### config.mk
export PLATFORM = sky130hd
export DESIGN_NAME = brs_cfg_regs
export DESIGN_NICKNAME = d
export VERILOG_FILES = /design/src/verilog/brs_pkg.sv /design/src/verilog/brs_cfg_regs.sv /design/src/verilog/brs_clk_div.sv
export SDC_FILE = /design/constraint.sdc
export NUM_CORES = 1
export LEC_CHECK = 0
export BUFFER_PORTS_ARGS = -buffer_cell sky130_fd_sc_hd__clkbuf_2
export CELL_PAD_IN_SITES_DETAIL_PLACEMENT = 1
export CELL_PAD_IN_SITES_GLOBAL_PLACEMENT = 1
export CORE_ASPECT_RATIO = 0.9
export CORE_MARGIN = 4
export CORE_UTILIZATION = 33
export CTS_BUF_LIST = sky130_fd_sc_hd__clkbuf_8
export DETAILED_ROUTE_END_ITERATION = 8
export PLACE_DENSITY_LB_ADDON = 0.1
export SYNTH_ARGS = -nofsm -noshare
export SYNTH_HDL_FRONTEND = slang
export SYNTH_HIERARCHICAL = 1
export SYNTH_SLANG_ARGS = --single-unit
### constraint.sdc
create_clock -name clk_sys -period 2.56 [get_ports clk_sys]
set_input_delay 0.64 -clock clk_sys [delete_from_list [all_inputs] [get_ports clk_sys]]
set_output_delay 0.64 -clock clk_sys [all_outputs]
set_load 0.03 [all_outputs]
### src/verilog/brs_pkg.sv
// constants for the boot-rom select and interrupt routing registers
package brs_pkg;
	// ----------------------------------------
	// register indices and byte addresses
	// ----------------------------------------
	localparam logic [7:0]  IDX_ROM_SEL   = 8'h43;
	localparam logic [7:0]  IDX_CLK_DIV   = 8'h4d;
	localparam logic [7:0]  IDX_IRQ_STAT  = 8'h80;
	localparam logic [7:0]  IDX_IRQ_MASK  = 8'h81;
	localparam logic [7:0]  IDX_LIVE      = 8'h82;
	localparam logic [31:0] ADDR_ROM_SEL  = {22'h0, IDX_ROM_SEL, 2'b00};
	localparam logic [31:0] ADDR_CLK_DIV  = {22'h0, IDX_CLK_DIV, 2'b00};
	localparam logic [31:0] ADDR_IRQ_STAT = {22'h0, IDX_IRQ_STAT, 2'b00};
	localparam logic [31:0] ADDR_IRQ_MASK = {22'h0, IDX_IRQ_MASK, 2'b00};
	localparam logic [31:0] ADDR_LIVE     = {22'h0, IDX_LIVE, 2'b00};

	// ----------------------------------------
	// reset values and writable masks
	// ----------------------------------------
	localparam logic [7:0] RST_ROM_SEL  = 8'h00;
	localparam logic [7:0] RST_CLK_DIV  = 8'h00;
	localparam logic [7:0] WMASK_ROM    = 8'h0f;
	localparam logic [7:0] WMASK_CLK    = 8'h3f;
	localparam logic [1:0] RST_IRQ_MASK = 2'h0;

	// ----------------------------------------
	// field positions
	// ----------------------------------------
	localparam int ROM_LOW_VIDEO  = 0;
	localparam int ROM_HIGH_VIDEO = 1;
	localparam int ROM_TOP_16M    = 2;
	localparam int ROM_WRITE_EN   = 3;
	localparam int CLK_DIV_LSB    = 0;
	localparam int CLK_FLOAT_EN   = 5;
	localparam int CLK_AUX_LATCH  = 4;
	localparam int EV_AUX_FULL    = 0;
	localparam int EV_FLOAT_ERR   = 1;

	// ----------------------------------------
	// decode windows
	// ----------------------------------------
	localparam logic [23:0] TOP_16M_LO    = 24'hff0000;
	localparam logic [23:0] TOP_16M_HI    = 24'hffffff;
	localparam logic [23:0] HIGH_VIDEO_LO = 24'h0c4000;
	localparam logic [23:0] HIGH_VIDEO_HI = 24'h0c7fff;
	localparam logic [23:0] LOW_VIDEO_LO  = 24'h0c0000;
	localparam logic [23:0] LOW_VIDEO_HI  = 24'h0c3fff;
	localparam logic [23:0] KBD_DATA_PORT = 24'h000060;

	// ----------------------------------------
	// divisor codes and counts
	// ----------------------------------------
	typedef enum logic [2:0] {
		BRS_DIV_BY4 = 3'b000,
		BRS_DIV_BY3 = 3'b001
	} brs_div_t;
	localparam logic [1:0] DIV4_LAST = 2'h3;
	localparam logic [1:0] DIV3_LAST = 2'h2;

	// ----------------------------------------
	// ahb-lite codes
	// ----------------------------------------
	localparam logic [1:0] HTRANS_NONSEQ = 2'h2;
	localparam logic [1:0] HTRANS_SEQ    = 2'h3;
	localparam logic       HRESP_OKAY    = 1'b0;
endpackage : brs_pkg

### src/verilog/brs_cfg_regs.sv
// boot-rom select extension and interrupt routing registers with ahb-lite slave
//
// The AHB-Lite slave port is this design's own decision.
`timescale 1ns/1ps
module brs_cfg_regs
	import brs_pkg::*;
(
	// clock, reset and enable
	input  wire logic        clk_sys,
	input  wire logic        reset,
	input  wire logic        ce,
	// ahb-lite slave
	input  wire logic        hsel,
	input  wire logic [31:0] haddr,
	input  wire logic [1:0]  htrans,
	input  wire logic        hwrite,
	input  wire logic [2:0]  hsize,
	input  wire logic [31:0] hwdata,
	input  wire logic        hready,
	output logic             hreadyout,
	output logic             hresp,
	output logic [31:0]      hrdata,
	// host cycles watched for decode
	input  wire logic        cycValid,
	input  wire logic        cycMem,
	input  wire logic        cycIo,
	input  wire logic        cycWrite,
	input  wire logic [23:0] cycAddr,
	// pins from outside
	input  wire logic        float_error_in_n,
	input  wire logic        mouseIrqPin,
	input  wire logic        aux_buffer_full,
	// interrupt controller side
	input  wire logic        mouseEdgeMode,
	output logic             float_error_interrupt,
	output logic             mouse_interrupt,
	// chip select and bus clock
	output logic             boot_rom_select_n,
	output logic             busClk,
	output logic             busClkRise,
	// block interrupt
	output logic             irqOut
);
	// ----------------------------------------
	// state
	// ----------------------------------------
	logic [7:0] rom_select_extension;
	logic [7:0] bus_clock_divider_misc;
	logic [1:0] irqStatus;
	logic [1:0] irqMask;
	logic       auxLatch;
	logic       phaseWrite;
	logic [7:0] phaseIdx;
	logic [2:0] syncA;
	logic [2:0] syncB;
	logic       auxPrev;
	logic       floatPrev;

	// ----------------------------------------
	// address-phase decode
	// ----------------------------------------
	function automatic logic isReg(input logic [31:0] addr, input logic [7:0] idx);
		isReg = (addr == {22'h0, idx, 2'b00});
	endfunction : isReg

	wire        busActive;
	wire        takeWrite;
	wire        takeRead;
	wire        hitRom;
	wire        hitClk;
	wire        hitStat;
	wire        hitMask;
	wire        hitLive;
	wire [7:0]  readByte;
	wire [31:0] next_hrdata;

	assign busActive = hsel && hready && (htrans == HTRANS_NONSEQ || htrans == HTRANS_SEQ);
	assign takeWrite = busActive && hwrite;
	assign takeRead  = busActive && !hwrite;
	assign hitRom    = isReg(haddr, IDX_ROM_SEL);
	assign hitClk    = isReg(haddr, IDX_CLK_DIV);
	assign hitStat   = isReg(haddr, IDX_IRQ_STAT);
	assign hitMask   = isReg(haddr, IDX_IRQ_MASK);
	assign hitLive   = isReg(haddr, IDX_LIVE);
	assign readByte  = hitRom  ? rom_select_extension :
	                   hitClk  ? bus_clock_divider_misc :
	                   hitStat ? {6'h0, irqStatus} :
	                   hitMask ? {6'h0, irqMask} :
	                   hitLive ? {2'h0, irqOut, boot_rom_select_n, mouse_interrupt,
	                              float_error_interrupt, auxPrev, auxLatch} :
	                   8'h00;
	assign next_hrdata = takeRead ? {24'h000000, readByte} : 32'h00000000;

	// ----------------------------------------
	// data-phase write decode
	// ----------------------------------------
	wire       wrRom;
	wire       wrClk;
	wire       wrStat;
	wire       wrMask;
	wire [7:0] wByte;

	assign wByte  = hwdata[7:0];
	assign wrRom  = ce && phaseWrite && phaseIdx == IDX_ROM_SEL;
	assign wrClk  = ce && phaseWrite && phaseIdx == IDX_CLK_DIV;
	assign wrStat = ce && phaseWrite && phaseIdx == IDX_IRQ_STAT;
	assign wrMask = ce && phaseWrite && phaseIdx == IDX_IRQ_MASK;

	assign hreadyout = ce;
	assign hresp     = HRESP_OKAY;

	always_ff @(posedge clk_sys) begin
		if (reset) begin
			phaseWrite <= 1'b0;
			phaseIdx   <= 8'h00;
			hrdata     <= 32'h00000000;
		end else if (ce) begin
			phaseWrite <= takeWrite && (hitRom || hitClk || hitStat || hitMask);
			phaseIdx   <= haddr[9:2];
			hrdata     <= next_hrdata;
		end
	end

	// ----------------------------------------
	// configuration registers
	// ----------------------------------------
	always_ff @(posedge clk_sys) begin
		if (reset) begin
			rom_select_extension   <= RST_ROM_SEL;
			bus_clock_divider_misc <= RST_CLK_DIV;
			irqMask                <= RST_IRQ_MASK;
		end else begin
			if (wrRom)
				rom_select_extension <= wByte & WMASK_ROM;
			if (wrClk)
				bus_clock_divider_misc <= wByte & WMASK_CLK;
			if (wrMask)
				irqMask <= wByte[1:0];
		end
	end

	// ----------------------------------------
	// pin synchronisers
	// ----------------------------------------
	wire floatErrSync;
	wire mousePinSync;
	wire auxFullSync;

	always_ff @(posedge clk_sys) begin
		if (reset) begin
			syncA <= 3'b001;
			syncB <= 3'b001;
		end else if (ce) begin
			syncA <= {aux_buffer_full, mouseIrqPin, float_error_in_n};
			syncB <= syncA;
		end
	end

	assign floatErrSync = !syncB[0];
	assign mousePinSync = syncB[1];
	assign auxFullSync  = syncB[2];

	// ----------------------------------------
	// boot-rom select decode
	// ----------------------------------------
	wire writeOk;
	wire inTop;
	wire inHighVideo;
	wire inLowVideo;
	wire romHit;
	wire next_romSelN;

	assign writeOk     = !cycWrite || rom_select_extension[ROM_WRITE_EN];
	assign inTop       = rom_select_extension[ROM_TOP_16M] &&
	                     cycAddr >= TOP_16M_LO && cycAddr <= TOP_16M_HI;
	assign inHighVideo = rom_select_extension[ROM_HIGH_VIDEO] &&
	                     cycAddr >= HIGH_VIDEO_LO && cycAddr <= HIGH_VIDEO_HI;
	assign inLowVideo  = rom_select_extension[ROM_LOW_VIDEO] &&
	                     cycAddr >= LOW_VIDEO_LO && cycAddr <= LOW_VIDEO_HI;
	assign romHit      = cycValid && cycMem && writeOk && (inTop || inHighVideo || inLowVideo);
	assign next_romSelN = !romHit;

	// ----------------------------------------
	// buffer-full latch and interrupt routing
	// ----------------------------------------
	wire latchMode;
	wire auxRise;
	wire floatRise;
	wire kbdPortRead;
	wire next_auxLatch;
	wire next_floatIrq;
	wire next_mouseIrq;

	assign latchMode   = bus_clock_divider_misc[CLK_AUX_LATCH];
	assign auxRise     = auxFullSync && !auxPrev;
	assign kbdPortRead = cycValid && cycIo && !cycWrite && cycAddr == KBD_DATA_PORT;
	assign next_auxLatch = kbdPortRead ? 1'b0 :
	                       (latchMode && auxRise) ? 1'b1 : auxLatch;
	assign next_floatIrq = bus_clock_divider_misc[CLK_FLOAT_EN] && floatErrSync;
	assign floatRise     = next_floatIrq && !floatPrev;
	assign next_mouseIrq = !latchMode     ? mousePinSync :
	                       mouseEdgeMode  ? auxLatch :
	                       (mousePinSync && !auxLatch);

	always_ff @(posedge clk_sys) begin
		if (reset) begin
			auxLatch              <= 1'b0;
			auxPrev               <= 1'b0;
			floatPrev             <= 1'b0;
			float_error_interrupt <= 1'b0;
			mouse_interrupt       <= 1'b0;
			boot_rom_select_n     <= 1'b1;
		end else if (ce) begin
			auxLatch              <= next_auxLatch;
			auxPrev               <= auxFullSync;
			floatPrev             <= next_floatIrq;
			float_error_interrupt <= next_floatIrq;
			mouse_interrupt       <= next_mouseIrq;
			boot_rom_select_n     <= next_romSelN;
		end
	end

	// ----------------------------------------
	// sticky status, mask and interrupt output
	// ----------------------------------------
	wire [1:0] events;
	wire [1:0] clearBits;
	wire [1:0] next_irqStatus;

	assign events         = {floatRise, latchMode && auxRise};
	assign clearBits      = wrStat ? wByte[1:0] : 2'b00;
	assign next_irqStatus = (irqStatus & ~clearBits) | events;

	always_ff @(posedge clk_sys) begin
		if (reset) begin
			irqStatus <= 2'b00;
			irqOut    <= 1'b0;
		end else if (ce) begin
			irqStatus <= next_irqStatus;
			irqOut    <= |(next_irqStatus & irqMask);
		end
	end

	// ----------------------------------------
	// expansion bus clock
	// ----------------------------------------
	brs_clk_div u_clk_div (
		.clk_sys    (clk_sys),
		.reset      (reset),
		.ce         (ce),
		.divSel     (bus_clock_divider_misc[CLK_DIV_LSB +: 3]),
		.busClk     (busClk),
		.busClkRise (busClkRise)
	);
endmodule : brs_cfg_regs

### src/verilog/brs_clk_div.sv
// expansion bus clock divider steered by the divisor field
`timescale 1ns/1ps
module brs_clk_div
	import brs_pkg::*;
(
	// clock and control
	input  wire logic       clk_sys,
	input  wire logic       reset,
	input  wire logic       ce,
	// divisor code
	input  wire logic [2:0] divSel,
	// divided clock
	output logic            busClk,
	output logic            busClkRise
);
	logic [1:0] count;
	wire  [1:0] lastCount;
	wire        wrap;
	wire  [1:0] next_count;
	wire        next_busClk;

	// ----------------------------------------
	// divide by 4 for code 000 and the reserved codes, by 3 for code 001
	// ----------------------------------------
	assign lastCount   = (divSel == BRS_DIV_BY3) ? DIV3_LAST : DIV4_LAST;
	assign wrap        = (count >= lastCount);
	assign next_count  = wrap ? 2'h0 : 2'(count + 2'h1);
	assign next_busClk = (next_count == 2'h0);

	always_ff @(posedge clk_sys) begin
		if (reset) begin
			count      <= 2'h0;
			busClk     <= 1'b0;
			busClkRise <= 1'b0;
		end else if (ce) begin
			count      <= next_count;
			busClk     <= next_busClk | (next_count == 2'h1 && lastCount == DIV4_LAST);
			busClkRise <= next_busClk;
		end
	end
endmodule : brs_clk_div

==> out/metrics.cfg <==
[sta]
min_period_ns=1.985
fmaxAchievable_mhz=503.8
finalHoldViolations=0
fin_crit_sh=0.7753
slew_viol_final=0
fin_tns_setup_ns=0
setup_viol=0
grt_setup_unrepaired=false
skew_ns=0.003373
fin_ws_ns=0.5751

[pwr]
switchingPower_mw=0.4027
swShare=0.2890
power.leakage_nw=1.399
peakVddDrop_uv=198.9
comb_power_share=0.165
powerDensity_nw_per_um2=474.9
total_power_mw=1.393
share_seq_of_total_power=0.526
internal_power_mw=0.9908
p_clk_frac=0.308

[place]
place_congestion=0.7804
portBuffers=89
place_inst=447
dp_hpwl_um=5493
pre_cts_ws_ns=0.2856
placed_area_um2=2851

[logic_synthesis]
synth_edf_count=0
yosysWarnings=6
synthSimpleGateAreaFrac=0.2702
async_reset_ff_frac=0
yosysTopAreaCellShare=0.3734
ys.flop_type=dfxtp_1
synth-seq-cells=45
synth_cells=272
synth_area_leaders=dfxtp_1 37%, mux2i_1 11%, buf_4 8.7%
synthAdderAreaFrac=0.01037
yosys.area_share.xor_xnor=0
synth_compound_area_frac=0.1162
synth_seq_area_share=0.3734
syn_area_um2=2412
synth.top_cells.by_count=45 x dfxtp_1, 39 x nor2_1, 28 x buf_4
synth.area.mux_share=0.1214
synth.distinct_cells=50
synth_top_family_by_area=simple AND/OR/NAND/NOR gates
syn_avg_cell_area_um2=8.869
netlist.top_cell.by_area=dfxtp_1
post-synth-top-count-cell=dfxtp_1

[clock_tree]
numClockSinks=45
cts.htree.levels=2
cts_resized=0
clk_latency_ns=0.29
cts_buffer_depth=2
cts_tree=yes
cts.clk_slew.worst_paths_ns=0.08
cts_buffers=5
cts_hold_buf=0
root_buffer=clkbuf_8
cts_setup_buffers=0

[die]
core.rowCount=29
die_w_um=98.13
ioPinCount=147
fp.dieH_um=89.11
die_area_um2=8744
core_um2=7076
start_util=0.3409

[routing]
via_count=2213
wirelength_um=6785
routedWlPerCell_um=14.91
drt-vias-per-instance=4.864
drt_first_pass_iters=4
postRouteAntennaNets=0
drt_iter0_drc=82
drcViolationCount=0

[global_routing]
grt_max_degree=42
grt_pass1_vias=2068
grt_antenna_before_repair=0
grt_overflow=0
grt_pass1_wl_um=10270
grt_util_all_layers=0.1477

[worst_setup_path]
max_stage_delay_ns=0.46
cpMaxStageDelayCell=o311ai_0
start_kind=input port
worstPathRequired_ns=2.74
cp.arrival_ns=2.16
end_kind=flip-flop
critPathMaxFanout=8
crit_chain=clkbuf_2, nor4_1, nand4_1, o311ai_0, o21ai_1
timing_worst_setup_path_type=input port to flip-flop

[cells_and_area]
stdcell_count=455
seq_area_um2=900.9
synthToLayoutAreaGrowth_pct=21.63
final_nets=470
drive_gt1_frac=0.3122
fill_cells=903
postLayoutCellArea_um2=2934
antenna_cells=0
multi_input_area_um2=1351

[outcome]
status=complete, no violations

[hold_path]
hp-class=flip-flop to flip-flop

[job]
drv_cap=0

[final cells by class]
class | count | area share
clock buffer | 5 | 0.02345
tap | 93 | 0.03966
clock inverter | 3 | 0.004691
timing repair buffer | 92 | 0.1595
sequential | 45 | 0.3070
inverter | 4 | 0.005117
multi-input combinational | 213 | 0.4606
[layer usage]
layer  GRT usage  wire length [µm]
met5           0                 0
met4     0.04151                61
met3     0.04290               502
met2      0.2299              3039
met1      0.2009              3183
[stage by stage]
stage | utilization | hold WS (ns)
floorplan | - | 0.4314
global placement | 0.4030 | 0.4454
detailed placement | 0.4030 | 0.4425
CTS | 0.4147 | 0.4580
global route | 0.4147 | 0.4776
finish | 0.4147 | 0.4544
[worst paths after layout]
check	start	endpoint	slack [ns]	cells past startpoint
worst max-delay path	haddr[15]	hrdata[0]	0.58	5
worst min-delay path	hrdata[0]	hrdata[0]	0.45	2
worst min register to register	hrdata[0]	hrdata[0]	0.45	2
worst max register to register	phaseIdx[5]	bus_clock_divider_misc[3]	0.92	5
[flip-flops by register name (all words and copies together), names as in the netlist, 2 cells and up]
register                cells
bus_clock_divider_misc      6
hrdata                      6
irqMask                     2
irqStatus                   2
phaseIdx                    8
rom_select_extension        4
syncA                       3
syncB                       3
u_clk_div/count             2
[power groups by stage]
stage	combinational (mW)	sequential [mW]	clock (mW)
final	0.230	0.733	0.430
after global routing	0.251	0.737	0.476
after CTS	0.232	0.734	0.447
after detailed placement	0.231	0.750	0
after global placement	0.227	0.750	0
after floorplan	0.164	0.753	0
[cells in the final DEF, fill, tap and decap left out, types with 2 or more instances in the layout]
| master | synthesis | routed |
|---|---|---|
| o21ai_1 | 7 | 7 |
| clkbuf_8 | 0 | 5 |
| o311ai_0 | 3 | 3 |
| nor2b_1 | 4 | 4 |
| clkbuf_2 | 0 | 89 |
| nand3b_1 | 2 | 2 |
| a21oi_1 | 9 | 9 |
| buf_4 | 28 | 3 |
| nor4_1 | 10 | 10 |
| a31oi_1 | 4 | 4 |
| inv_1 | 4 | 5 |
| o211ai_1 | 2 | 2 |
| nor3_1 | 4 | 4 |
| nand4_1 | 6 | 6 |
| a22oi_1 | 2 | 2 |
| nand2_1 | 19 | 19 |
| clkinv_2 | 0 | 2 |
| o21ai_0 | 2 | 2 |
| nor2_1 | 39 | 39 |
| a311oi_1 | 2 | 2 |
| and4b_1 | 3 | 3 |
| nand2b_1 | 7 | 7 |
| ha_1 | 2 | 2 |
| nand3_1 | 4 | 4 |
| o311ai_1 | 2 | 2 |
| dfxtp_1 | 45 | 45 |
| conb_1 | 1 | 27 |
| a221oi_1 | 2 | 2 |
| mux2_2 | 2 | 2 |
| mux2i_1 | 27 | 27 |
| a211o_1 | 2 | 2 |
[cells by family after synthesis]
group	Yosys count
other	1
buffers and inverters	40
muxes	29
AOI/OAI and AO/OA	41
DFF	45
adders and majority gates	2
and+or+nand+nor	114
[worst max-delay path, delay by kind of cell]
family          cells  cell delay (ns)
simple gates        2             0.88
compound gates      2             0.55
buf+inv             1             0.09
Note: power is estimated with default switching activity, not from simulation.
